==> config.mk <==
export PLATFORM = sky130hd
export DESIGN_NAME = msf_filter_range_config
export DESIGN_NICKNAME = d
export VERILOG_FILES = /design/src/hw/msf_pkg.sv /design/src/hw/msf_filter_range_config.sv /design/src/hw/msf_reg_store.sv
export SDC_FILE = /design/constraint.sdc
export NUM_CORES = 1
export LEC_CHECK = 0
export BUFFER_PORTS_ARGS = -buffer_cell sky130_fd_sc_hd__buf_2
export CORE_MARGIN = 4
export CORE_UTILIZATION = 45
export DETAILED_ROUTE_END_ITERATION = 12
export GPL_TIMING_DRIVEN = 0
export SETUP_SLACK_MARGIN = 0.1
export SLEW_MARGIN = 10
export SYNTH_ARGS = -nofsm -noshare
export SYNTH_HDL_FRONTEND = slang
export SYNTH_HIERARCHICAL = 1
export SYNTH_SLANG_ARGS = --single-unit
==> constraint.sdc <==
create_clock -name ref_clk -period 19.2 [get_ports ref_clk]
set_input_delay 4.8 -clock ref_clk [delete_from_list [all_inputs] [get_ports ref_clk]]
set_output_delay 4.8 -clock ref_clk [all_outputs]
set_load 0.01 [all_outputs]
==> src/hw/msf_pkg.sv <==
package msf_pkg;
   // Register offsets on the internal register port
   localparam logic [7:0] REG_RATE_DIVIDER = 8'h19;
   localparam logic [7:0] REG_FILTER_SYNC = 8'h1a;
   localparam logic [7:0] REG_GYRO_RANGE = 8'h1b;
   localparam logic [7:0] REG_ACCEL_RANGE = 8'h1c;
   // Reset values
   localparam logic [7:0] RST_RATE_DIVIDER = 8'h00;
   localparam logic [7:0] RST_FILTER_SYNC = 8'h00;
   localparam logic [7:0] RST_GYRO_RANGE = 8'h00;
   localparam logic [7:0] RST_ACCEL_RANGE = 8'h00;
   // Writable bit masks; other bits read zero
   localparam logic [7:0] MASK_FILTER_SYNC = 8'h7f;
   localparam logic [7:0] MASK_GYRO_RANGE = 8'hfb;
   localparam logic [7:0] MASK_ACCEL_RANGE = 8'hf8;
   // Field positions
   localparam int FIFO_POLICY_BIT = 6;
   localparam int SYNC_SLOT_LSB = 3;
   localparam int LOWPASS_LSB = 0;
   localparam int BYPASS_LSB = 0;
   localparam int RANGE_LSB = 3;
   localparam int SELFTEST_X_BIT = 7;
   localparam int SELFTEST_Y_BIT = 6;
   localparam int SELFTEST_Z_BIT = 5;
   // Timing: base rates and clock
   localparam int CLOCK_HZ = 20000000;
   localparam int RATE_32K_HZ = 32000;
   localparam int RATE_8K_HZ = 8000;
   localparam int RATE_1K_HZ = 1000;
   localparam int TICKS_32K = CLOCK_HZ / RATE_32K_HZ;
   localparam int TICKS_8K = CLOCK_HZ / RATE_8K_HZ;
   localparam int TICKS_1K = CLOCK_HZ / RATE_1K_HZ;
   // Output rate selections
   typedef enum logic [1:0] {
      RATE_SEL_32K,
      RATE_SEL_8K,
      RATE_SEL_1K
   } msf_rate_type;
endpackage : msf_pkg

==> src/hw/msf_filter_range_config.sv <==
`timescale 1ns/1ps
`default_nettype none
// Function
// FIFO policy bit: 1 drops new writes when full, 0 overwrites oldest.
// Sync slot field: 0 off, 1..7 pick temp, gyro xyz, accel xyz low bit0.
// Frame sync latched; toggles once, then held until sample strobe captures it.
// Lowpass setting applies only when bypass field is 00.
// Rate: bypass bit0 or 10 gives 32k; 00 with 0/7 8k; else 1k.
// Bypass field is gyro range bits 1:0; nonzero bypasses the filter.
// Gyro range field selects 250, 500, 1000, 2000 dps.
// Accel range field selects 2, 4, 8, 16 g.
// Range bits 7..5 are X, Y, Z self-test; reserved bits read zero.
// Rate divider acts only with bypass 00 and lowpass 1..6.
// Divided strobe is 1 kHz over one plus divider; it captures frame sync.
module msf_filter_range_config #(
   parameter int TICKS_32K = msf_pkg::TICKS_32K,
   parameter int TICKS_8K = msf_pkg::TICKS_8K,
   parameter int TICKS_1K = msf_pkg::TICKS_1K
) (
   // Clock and reset
   input wire logic ref_clk,
   input wire logic rst,
   // Register port
   input wire logic regWrEn,
   input wire logic regRdEn,
   input wire logic [7:0] regAddr,
   input wire logic [7:0] regWrData,
   output logic [7:0] regRdData,
   output logic regRdValid,
   // Frame sync pin
   input wire logic frameSyncInput,
   // FIFO steering
   output logic fifoFullPolicy,
   // Filter and rate
   output logic lowpassActive,
   output logic [2:0] lowpassSelect,
   output logic [1:0] filterBypassSelect,
   output logic [1:0] outputRate,
   output logic sampleStrobe,
   // Ranges and self-test
   output logic [1:0] gyroRangeSelect,
   output logic [1:0] accelRangeSelect,
   output logic [2:0] gyroSelftest,
   output logic [2:0] accelSelftest,
   // Frame sync tag into output data low bytes (temp, gx, gy, gz, ax, ay, az)
   output logic [6:0] syncTagBits
);
   localparam int CW = $clog2(TICKS_1K * 256 + 1);

   // Refuse tick counts the strobe counter cannot serve
   if (TICKS_32K < 1 || TICKS_8K < TICKS_32K || TICKS_1K < TICKS_8K) begin : g_bad_ticks
      $error("msf_filter_range_config: tick counts must be ordered and positive");
   end

   // Write decode; writes are masked per register
   function automatic logic [7:0] wr_mask(input logic [7:0] addr);
      case (addr)
         msf_pkg::REG_RATE_DIVIDER: wr_mask = 8'hff;
         msf_pkg::REG_FILTER_SYNC: wr_mask = msf_pkg::MASK_FILTER_SYNC;
         msf_pkg::REG_GYRO_RANGE: wr_mask = msf_pkg::MASK_GYRO_RANGE;
         msf_pkg::REG_ACCEL_RANGE: wr_mask = msf_pkg::MASK_ACCEL_RANGE;
         default: wr_mask = 8'h00;
      endcase
   endfunction : wr_mask

   // Index inside the store
   function automatic logic [1:0] reg_idx(input logic [7:0] addr);
      reg_idx = 2'(addr - msf_pkg::REG_RATE_DIVIDER);
   endfunction : reg_idx

   function automatic logic mapped(input logic [7:0] addr);
      mapped = (addr >= msf_pkg::REG_RATE_DIVIDER) && (addr <= msf_pkg::REG_ACCEL_RANGE);
   endfunction : mapped

   logic [31:0] allRegs;
   logic [7:0] storeRd;
   logic [7:0] rateDivider;
   logic [7:0] filterSync;
   logic [7:0] gyroRange;
   logic [7:0] accelRange;
   logic rdMapped_q;
   logic rdMapped_d;
   logic rdValid_q;
   logic rdValid_d;

   // Register storage, reserved bits forced to zero on write
   msf_reg_store #(
      .DEPTH(4)
   ) u_store (
      .ref_clk(ref_clk),
      .rst(rst),
      .wrEn(regWrEn && mapped(regAddr)),
      .wrIdx(reg_idx(regAddr)),
      .wrData(regWrData & wr_mask(regAddr)),
      .rdIdx(reg_idx(regAddr)),
      .rdData(storeRd),
      .allData(allRegs)
   );

   assign rateDivider = allRegs[7:0];
   assign filterSync = allRegs[15:8];
   assign gyroRange = allRegs[23:16];
   assign accelRange = allRegs[31:24];

   // Read answer one cycle after request; unmapped reads return zero
   always_comb begin
      rdMapped_d = regRdEn && mapped(regAddr);
      rdValid_d = regRdEn;
   end
   always_ff @(posedge ref_clk) begin
      rdMapped_q <= rst ? 1'b0 : rdMapped_d;
      rdValid_q <= rst ? 1'b0 : rdValid_d;
   end
   assign regRdData = rdMapped_q ? storeRd : 8'h00;
   assign regRdValid = rdValid_q;

   // Decoded configuration fields
   logic [2:0] syncSlot;
   logic divEffective;
   msf_pkg::msf_rate_type rate;
   always_comb begin
      fifoFullPolicy = filterSync[msf_pkg::FIFO_POLICY_BIT];
      syncSlot = filterSync[msf_pkg::SYNC_SLOT_LSB +: 3];
      lowpassSelect = filterSync[msf_pkg::LOWPASS_LSB +: 3];
      filterBypassSelect = gyroRange[msf_pkg::BYPASS_LSB +: 2];
      lowpassActive = (filterBypassSelect == 2'b00);
      gyroRangeSelect = gyroRange[msf_pkg::RANGE_LSB +: 2];
      accelRangeSelect = accelRange[msf_pkg::RANGE_LSB +: 2];
      gyroSelftest = {gyroRange[msf_pkg::SELFTEST_X_BIT], gyroRange[msf_pkg::SELFTEST_Y_BIT],
                      gyroRange[msf_pkg::SELFTEST_Z_BIT]};
      accelSelftest = {accelRange[msf_pkg::SELFTEST_X_BIT], accelRange[msf_pkg::SELFTEST_Y_BIT],
                       accelRange[msf_pkg::SELFTEST_Z_BIT]};
      // Output rate selection
      if (filterBypassSelect[0] || filterBypassSelect == 2'b10) begin
         rate = msf_pkg::RATE_SEL_32K;
      end else if (lowpassSelect == 3'd0 || lowpassSelect == 3'd7) begin
         rate = msf_pkg::RATE_SEL_8K;
      end else begin
         rate = msf_pkg::RATE_SEL_1K;
      end
      divEffective = (rate == msf_pkg::RATE_SEL_1K);
      outputRate = rate;
   end

   // Sample strobe period in clock ticks
   function automatic logic [CW-1:0] period(input msf_pkg::msf_rate_type r,
                                            input logic [7:0] div);
      case (r)
         msf_pkg::RATE_SEL_32K: period = CW'(TICKS_32K);
         msf_pkg::RATE_SEL_8K: period = CW'(TICKS_8K);
         default: period = CW'(TICKS_1K * (int'(div) + 1));
      endcase
   endfunction : period

   // Strobe generator
   logic [CW-1:0] tick_q;
   logic [CW-1:0] tick_d;
   logic strobe_q;
   logic strobe_d;
   logic [CW-1:0] per;
   always_comb begin
      per = period(rate, divEffective ? rateDivider : 8'h00);
      strobe_d = 1'b0;
      if (tick_q + CW'(1) >= per) begin
         tick_d = '0;
         strobe_d = 1'b1;
      end else begin
         tick_d = tick_q + CW'(1);
      end
   end
   always_ff @(posedge ref_clk) begin
      tick_q <= rst ? '0 : tick_d;
      strobe_q <= rst ? 1'b0 : strobe_d;
   end
   assign sampleStrobe = strobe_q;

   // Frame sync latch: one toggle held until the strobe captures it
   logic pinPrev_q;
   logic pinPrev_d;
   logic latched_q;
   logic latched_d;
   logic armed_q;
   logic armed_d;
   logic tag_q;
   logic tag_d;
   always_comb begin
      pinPrev_d = frameSyncInput;
      latched_d = latched_q;
      armed_d = armed_q;
      tag_d = tag_q;
      if (armed_q && frameSyncInput != pinPrev_q) begin
         latched_d = ~latched_q;
         armed_d = 1'b0;
      end
      if (strobe_q) begin
         tag_d = latched_d;
         armed_d = 1'b1;
      end
   end
   always_ff @(posedge ref_clk) begin
      pinPrev_q <= rst ? 1'b0 : pinPrev_d;
      latched_q <= rst ? 1'b0 : latched_d;
      armed_q <= rst ? 1'b1 : armed_d;
      tag_q <= rst ? 1'b0 : tag_d;
   end

   // Route captured bit to the selected low byte
   logic [6:0] tag_bits_d;
   logic [6:0] tagBits_q;
   always_comb begin
      tag_bits_d = 7'h00;
      if (syncSlot != 3'd0) begin
         tag_bits_d[syncSlot - 3'd1] = tag_q;
      end
   end
   always_ff @(posedge ref_clk) begin
      tagBits_q <= rst ? 7'h00 : tag_bits_d;
   end
   assign syncTagBits = tagBits_q;
endmodule : msf_filter_range_config
`default_nettype wire

==> src/hw/msf_reg_store.sv <==
`timescale 1ns/1ps
`default_nettype none
// Small register store: one byte per slot, registered read data
module msf_reg_store #(
   parameter int DEPTH = 4
) (
   // Clock and reset
   input wire logic ref_clk,
   input wire logic rst,
   // Write side
   input wire logic wrEn,
   input wire logic [$clog2(DEPTH)-1:0] wrIdx,
   input wire logic [7:0] wrData,
   // Read side
   input wire logic [$clog2(DEPTH)-1:0] rdIdx,
   output logic [7:0] rdData,
   // Whole content for steering logic
   output logic [DEPTH*8-1:0] allData
);
   logic [7:0] mem_q [DEPTH];
   logic [7:0] mem_d [DEPTH];
   logic [7:0] rdData_d;

   // Refuse a store too small for index arithmetic
   if (DEPTH < 2) begin : g_bad_depth
      $error("msf_reg_store: DEPTH must be at least 2");
   end

   // Next content and read word
   always_comb begin
      for (int i = 0; i < DEPTH; i++) begin
         mem_d[i] = mem_q[i];
      end
      if (wrEn) begin
         mem_d[wrIdx] = wrData;
      end
      rdData_d = mem_q[rdIdx];
   end

   // Registers, all cleared at reset
   always_ff @(posedge ref_clk) begin
      for (int i = 0; i < DEPTH; i++) begin
         mem_q[i] <= rst ? 8'h00 : mem_d[i];
      end
      rdData <= rst ? 8'h00 : rdData_d;
   end

   // Flat view
   always_comb begin
      for (int i = 0; i < DEPTH; i++) begin
         allData[i*8 +: 8] = mem_q[i];
      end
   end
endmodule : msf_reg_store
`default_nettype wire

==> impl_metrics.env, run 1 <==
export IMPL_multi_input_area_mm2=0.00386
export IMPL_wirelength_um=12800
export IMPL_postRouteAntennaNets=0
export IMPL_cts_buffer_depth=2
export IMPL_cts_setup_buffers=0
export IMPL_ctsHtreeMaxLevel=3
export IMPL_slowest_stage="a2111oi_0"
export IMPL_p_total_uw=356
export IMPL_r2r_end="tick_q[20]"
export IMPL_drtIter0Drc=207
export IMPL_ys_flop_type="dfxtp_1"
export IMPL_grt_ovfl_total=0
export IMPL_cp_required_ps=19420
export IMPL_detail_route_wl_per_cell_um=15.0
export IMPL_rrSetupSlack_ps=11000
export IMPL_timing_final_crit_period_ps=8200
export IMPL_syn_nets=720
export IMPL_start_util_pct=45.7
export IMPL_io_buffers=56
export IMPL_slew_violations=0
export IMPL_std_cell_rows=41
export IMPL_antenna_found_initial=0
export IMPL_dp_hpwl_um=10200
export IMPL_post_route_period_util_pct=42.7
export IMPL_clk_latency_ps=340
export IMPL_max_slew_margin_rel_pct=53.5
export IMPL_grt_usage_pct=18.5
export IMPL_drcViolationCount=0
export IMPL_clock_sinks=77
export IMPL_num_antenna_cells=0
export IMPL_crit_fanout=10
export IMPL_die_area_mm2=0.0146
export IMPL_clockRootBuffer="clkbuf_16"
export IMPL_cts_tree="yes"
export IMPL_fin_worst_skew_ps=10.9
export IMPL_grt_pass1_wl_um=21800
export IMPL_worst_pin_slew_ps=680
export IMPL_cpPeakStageDelay_ps=640
export IMPL_syn_to_final_growth_pct=14.0
export IMPL_clk_pin_slew_ps=60
export IMPL_synth_edff_count=0
export IMPL_grt_max_degree=15
export IMPL_syn_mean_instance_area_um2=9.39
export IMPL_critical_path_class="register to register"
export IMPL_setup_violations=0
export IMPL_rsz0062_at_grt="false"
export IMPL_cts_repair_resized=0
export IMPL_vias=4448
export IMPL_die_width_um=121
export IMPL_drv_cap=0
export IMPL_critPathLaunchType="register"
export IMPL_pwr_density_cell_mw_per_mm2=54.3
export IMPL_fmax_mhz=122
export IMPL_critical_path_reg2reg_startpoint="u_store/mem_q[2][0]"
export IMPL_synthDistinctLibCells=58
export IMPL_first_pass_iters=4
export IMPL_rr_worst_depth=29
export IMPL_min_path_type="register to register"
export IMPL_hold_ws_ps=472
export IMPL_cts_buffers=9
export IMPL_gp_congestion=0.814
export IMPL_yosysSeqAreaShare_pct=26.8
export IMPL_worst_ir_drop_vdd_v=0.0000497
export IMPL_hold_end="armed_q"
export IMPL_end_kind="register"
export IMPL_io_pins=57
export IMPL_fill_cells=1183
export IMPL_arrival_ps=8420
export IMPL_synth_cells=612
export IMPL_hold_viol_final=0
export IMPL_layout_drive_gt1_share_pct=16.1
export IMPL_via_per_inst=5.20
export IMPL_async_reset_ff_share_pct=0
export IMPL_yosysWarnings=6
export IMPL_ys_ff_latch=77
export IMPL_status="complete, no violations"
export IMPL_tns_ps=0
export IMPL_hold_path_depth=2
export IMPL_syn_cell_area_mm2=0.00575
export IMPL_core_area_mm2=0.0126
export IMPL_postCtsHoldBufs=0
export IMPL_final_seq_area_mm2=0.00154
export IMPL_nets=787
export IMPL_p_leak_uw=0.00327
export IMPL_hp_start="armed_q"
export IMPL_grt_pass1_vias=4598
export IMPL_fp_dieH_um=121
-- cells by family after synthesis --
family          Yosys count  synth area share (%)
fa+ha+maj                87                  20.8
buf+inv                  76                  6.12
flops                    77                  26.8
mux                      48                  8.36
compound gates           69                  8.42
xor+xnor                 38                  5.79
simple gates            217                  23.7
-- report_power, final --
group	internal (uW)	switching, uW
Sequential	161	1.23
Combinational	8.36	9.75
Clock	105	70.5
-- cells in the final DEF, fill, tap and decap left out, types with 3 or more instances in the layout --
cell type	count
dfxtp_1	77
nor2_1	24
nand2_1	26
fa_1	14
mux2i_1	48
and4_4	3
nand4_1	7
nand3_1	15
nand2b_1	43
a21oi_1	8
and3_1	8
inv_1	58
xor2_1	23
nor3_1	25
clkbuf_16	9
buf_2	63
nor2b_1	6
ha_1	73
nor3b_1	16
xnor2_1	15
buf_6	5
o22ai_1	8
o21ai_0	15
a211oi_1	5
nor3b_2	8
and2_1	19
a21o_1	11
clkbuf_1	4
-- worst max-delay path, delay by kind of cell (launching register included) --
family | cells | cell delay, ps
AND/OR/NAND/NOR | 11 | 2440
XOR/XNOR | 1 | 150
adder cells (fa/ha/maj) | 7 | 2760
flip-flops | 1 | 370
AO/OA/AOI/OAI | 4 | 1360
buffers and inverters | 6 | 980
-- registers in the layout, indices dropped and copies added (netlist names), 7 cells and up --
name	flops
syncTagBits	7
u_store/mem_q	32
tick_q	23
u_store/rdData	8
-- layer usage --
metal | GRT usage (%) | share of wire, %
met3 | 3.22 | 3.6
met4 | 5.38 | 1.3
met5 | 0 | 0
met2 | 30.9 | 47
met1 | 24.6 | 48
-- synthesized netlist by cell type (all sizes together) (8+ instances only) --
cell | count | area share (%)
nand2b | 43 | 4.7
o21ai | 15 | 1.3
nand4 | 9 | 1.5
buf | 14 | 2.1
nor2 | 24 | 1.6
ha | 73 | 16
dfxtp | 77 | 27
nand3 | 18 | 2.1
xnor2 | 15 | 2.3
o22ai | 8 | 0.87
a21oi | 8 | 0.70
xor2 | 23 | 3.5
and3 | 9 | 1.0
mux2i | 48 | 8.4
inv | 58 | 3.8
a21o | 11 | 1.4
and2 | 19 | 2.1
fa | 14 | 4.9
nand2 | 26 | 1.7
nor3 | 25 | 2.2
nor3b | 24 | 3.8
-- area by class of cell --
cell class	count	share of cell area, %
Buffer	18	2.04
Multi-Input combinational cell	459	58.8
Tap cell	172	3.28
Inverter	58	3.32
Clock buffer	10	3.65
Timing Repair Buffer	56	4.28
Sequential cell	77	23.5
Clock inverter	6	1.09
-- metrics by stage --
step	std cells	util [%]	area (um^2)	setup slack (ps)
floorplan	612	-	5750	12500
global placement	840	49.7	6240	11090
detailed placement	840	49.7	6240	10950
CTS	856	52.2	6560	10900
global route	856	52.2	6560	10350
finish	856	52.2	6560	11000
-- worst max path at each step --
stage / start / to / slack, ps
final: u_store/mem_q[2][0] / tick_q[20] / 11000
after global routing: u_store/mem_q[2][1] / tick_q[20] / 10350
after CTS: u_store/mem_q[2][1] / tick_q[20] / 10900
after detailed placement: u_store/mem_q[2][0] / tick_q[20] / 10950
after global placement: u_store/mem_q[2][1] / tick_q[4] / 11090
after floorplan: u_store/mem_q[2][1] / tick_q[0] / 12500
Note: power is estimated with default switching activity, not from simulation.
==> inputs of run 2 (changes only) <==
PLACE_DENSITY = 0.66   (was not set)
clock period = 7.12 ns   (was 19.2 ns; I/O delays follow)
==> run 2 against run 1 <==
Compared with the run above:
- utilization increased by 2.5 points
- sequential cell count did not move
- via count increased by 3.6%
- final cell count up 1.4%
- non-clock buffer count grew 12
- worst hold slack is essentially flat
- final area is 4.8% higher
- clock-buffer cell count down 1
- global-route usage up 0.47 points
==> impl_metrics.env, run 2 (synthesis results as in run 1) <==
export IMPL_status="complete, no violations"
export IMPL_p_int_uw=765
export IMPL_worst_ir_drop_vdd_v=0.000146
export IMPL_rsz0062_at_grt="false"
export IMPL_final_common_cell="dfxtp_1"
export IMPL_grt_ovfl_total=0
export IMPL_place_ws_ps=-1000
export IMPL_antenna_found_initial=0
export IMPL_cts_buffer_depth=2
export IMPL_largest_reg_flops=32
export IMPL_cpPeakStageDelay_ps=590
export IMPL_pwr_density_cell_mw_per_mm2=143
export IMPL_grt_usage_pct=19.0
export IMPL_first_pass_iters=4
export IMPL_critical_path_class="register to register"
export IMPL_hold_viol_final=0
export IMPL_drcViolationCount=0
export IMPL_clk_pin_slew_ps=70
export IMPL_postCtsHoldBufs=0
export IMPL_start_util_pct=45.7
export IMPL_end_kind="register"
export IMPL_fin_cells=868
export IMPL_largest_registers="u_store/mem_q (32), tick_q (23), u_store/rdData (8)"
export IMPL_clockRootBuffer="clkbuf_16"
export IMPL_p_leak_uw=0.00339
export IMPL_ctsHtreeMaxLevel=3
export IMPL_detail_route_wl_per_cell_um=15.5
export IMPL_min_path_type="register to register"
export IMPL_critPathLaunchType="register"
export IMPL_cp_required_ps=7400
export IMPL_nets=799
export IMPL_post_route_period_util_pct=95.1
export IMPL_cts_tree="yes"
export IMPL_comb_power_share_pct=5.0
export IMPL_slowest_stage="or4_4"
export IMPL_arrival_ps=7050
export IMPL_via_per_inst=5.31
export IMPL_io_pins=57
export IMPL_hold_ws_ps=471
export IMPL_wirelength_um=13500
export IMPL_setup_violations=0
export IMPL_power_switching_uw=219
export IMPL_placed_area_mm2=0.00624
export IMPL_gp_congestion=0.832
export IMPL_fp_dieH_um=121
export IMPL_crit_fanout=6
export IMPL_syn_to_final_growth_pct=19.5
export IMPL_regMostFlops="u_store/mem_q"
export IMPL_max_slew_margin_rel_pct=64.3
export IMPL_final_seq_area_mm2=0.00155
export IMPL_worst_pin_slew_ps=528
export IMPL_switching_share_pct=22.2
export IMPL_cts_buffers=9
export IMPL_tns_ps=0
export IMPL_worst_path_most_repeated_cell="inv_1"
export IMPL_fin_worst_skew_ps=8.49
export IMPL_fmax_mhz=148
export IMPL_grt_pass1_vias=4707
export IMPL_grt_pass1_wl_um=22400
export IMPL_clk_latency_ps=340
export IMPL_vias=4609
export IMPL_place_inst=840
export IMPL_drtIter0Drc=193
export IMPL_dp_hpwl_um=10200
export IMPL_drv_cap=0
export IMPL_clock_sinks=77
export IMPL_die_area_mm2=0.0146
export IMPL_final_setup_worst_slack_ps=351
export IMPL_grt_max_degree=15
export IMPL_core_area_mm2=0.0126
export IMPL_power_frac_seq_pct=44.4
export IMPL_layout_drive_gt1_share_pct=22.4
export IMPL_io_buffers=56
export IMPL_multi_input_area_mm2=0.00404
export IMPL_num_antenna_cells=0
export IMPL_timing_final_crit_period_ps=6770
export IMPL_std_cell_rows=41
export IMPL_fill_cells=1150
export IMPL_clockPowerShare_pct=50.6
export IMPL_die_width_um=121
export IMPL_postRouteAntennaNets=0
export IMPL_mostFrequentLayoutCells="dfxtp_1, ha_1, buf_2"
export IMPL_slew_violations=0
export IMPL_final_area_mm2=0.00687
==> run 2: cell types whose count changed in the layout (fill, tap and decap cells not counted), moves of 4 or more <==
cell,delta
buf_4,+8
buf_6,+5
dfxtp_1,-5
ha_1,-5
dfxtp_2,+4
==> run 2: critical path: cells and delay by family (launching register included) <==
family / cells / cell delay (ps)
fa+ha+maj: 7 / 2210
simple gates: 9 / 2150
compound gates: 5 / 1260
buf+inv: 7 / 570
flops: 1 / 350
xor+xnor: 1 / 150
==> run 2: area by class of cell <==
cell class              count  area share, %
inverters                  58           3.17
well taps                 172           3.13
repair buffers             68           5.55
plain buffers              18           2.15
clock inverters             7           1.40
clock buffers               9           3.28
flip-flops and latches     77           22.6
multi-input cells         459           58.8
==> run 2: per-stage QoR <==
stage / total power (uW) / util (%)
after floorplan: 480 / -
after global placement: 495 / 49.7
after detailed placement: 496 / 49.7
after CTS: 993 / 53.1
after global routing: 1020 / 54.7
final: 984 / 54.7
==> run 2: final timing paths <==
kind,startpoint,endpoint,slack [ps],depth (start not counted)
max,u_store/mem_q[1][0],sampleStrobe,350,29
min,armed_q,armed_q,470,2
max reg2reg,u_store/mem_q[1][0],sampleStrobe,350,29
min reg2reg,armed_q,armed_q,470,2
==> run 2: power by group through the flow <==
stage          clock, uW  combinational [uW]  sequential, uW
2_1_floorplan          0                33.0             447
3_3_place_gp           0                47.7             447
3_5_place_dp           0                49.2             447
4_1_cts              507                49.3             437
5_1_grt              524                53.4             437
6_report             498                49.1             437
==> run 2: per-layer routing <==
layer | wire, um | GRT usage [%]
met2 | 6600 | 33.0
met4 | 259 | 6.59
met3 | 393 | 2.98
met5 | 0 | 0
met1 | 6220 | 23.8
==> run 2: repair_timing <==
item,CTS,global route
setup endpoints to repair,24,24
pin swaps,4,16
resized for setup,23,32
setup buffers,2,8
gates cloned,2,0
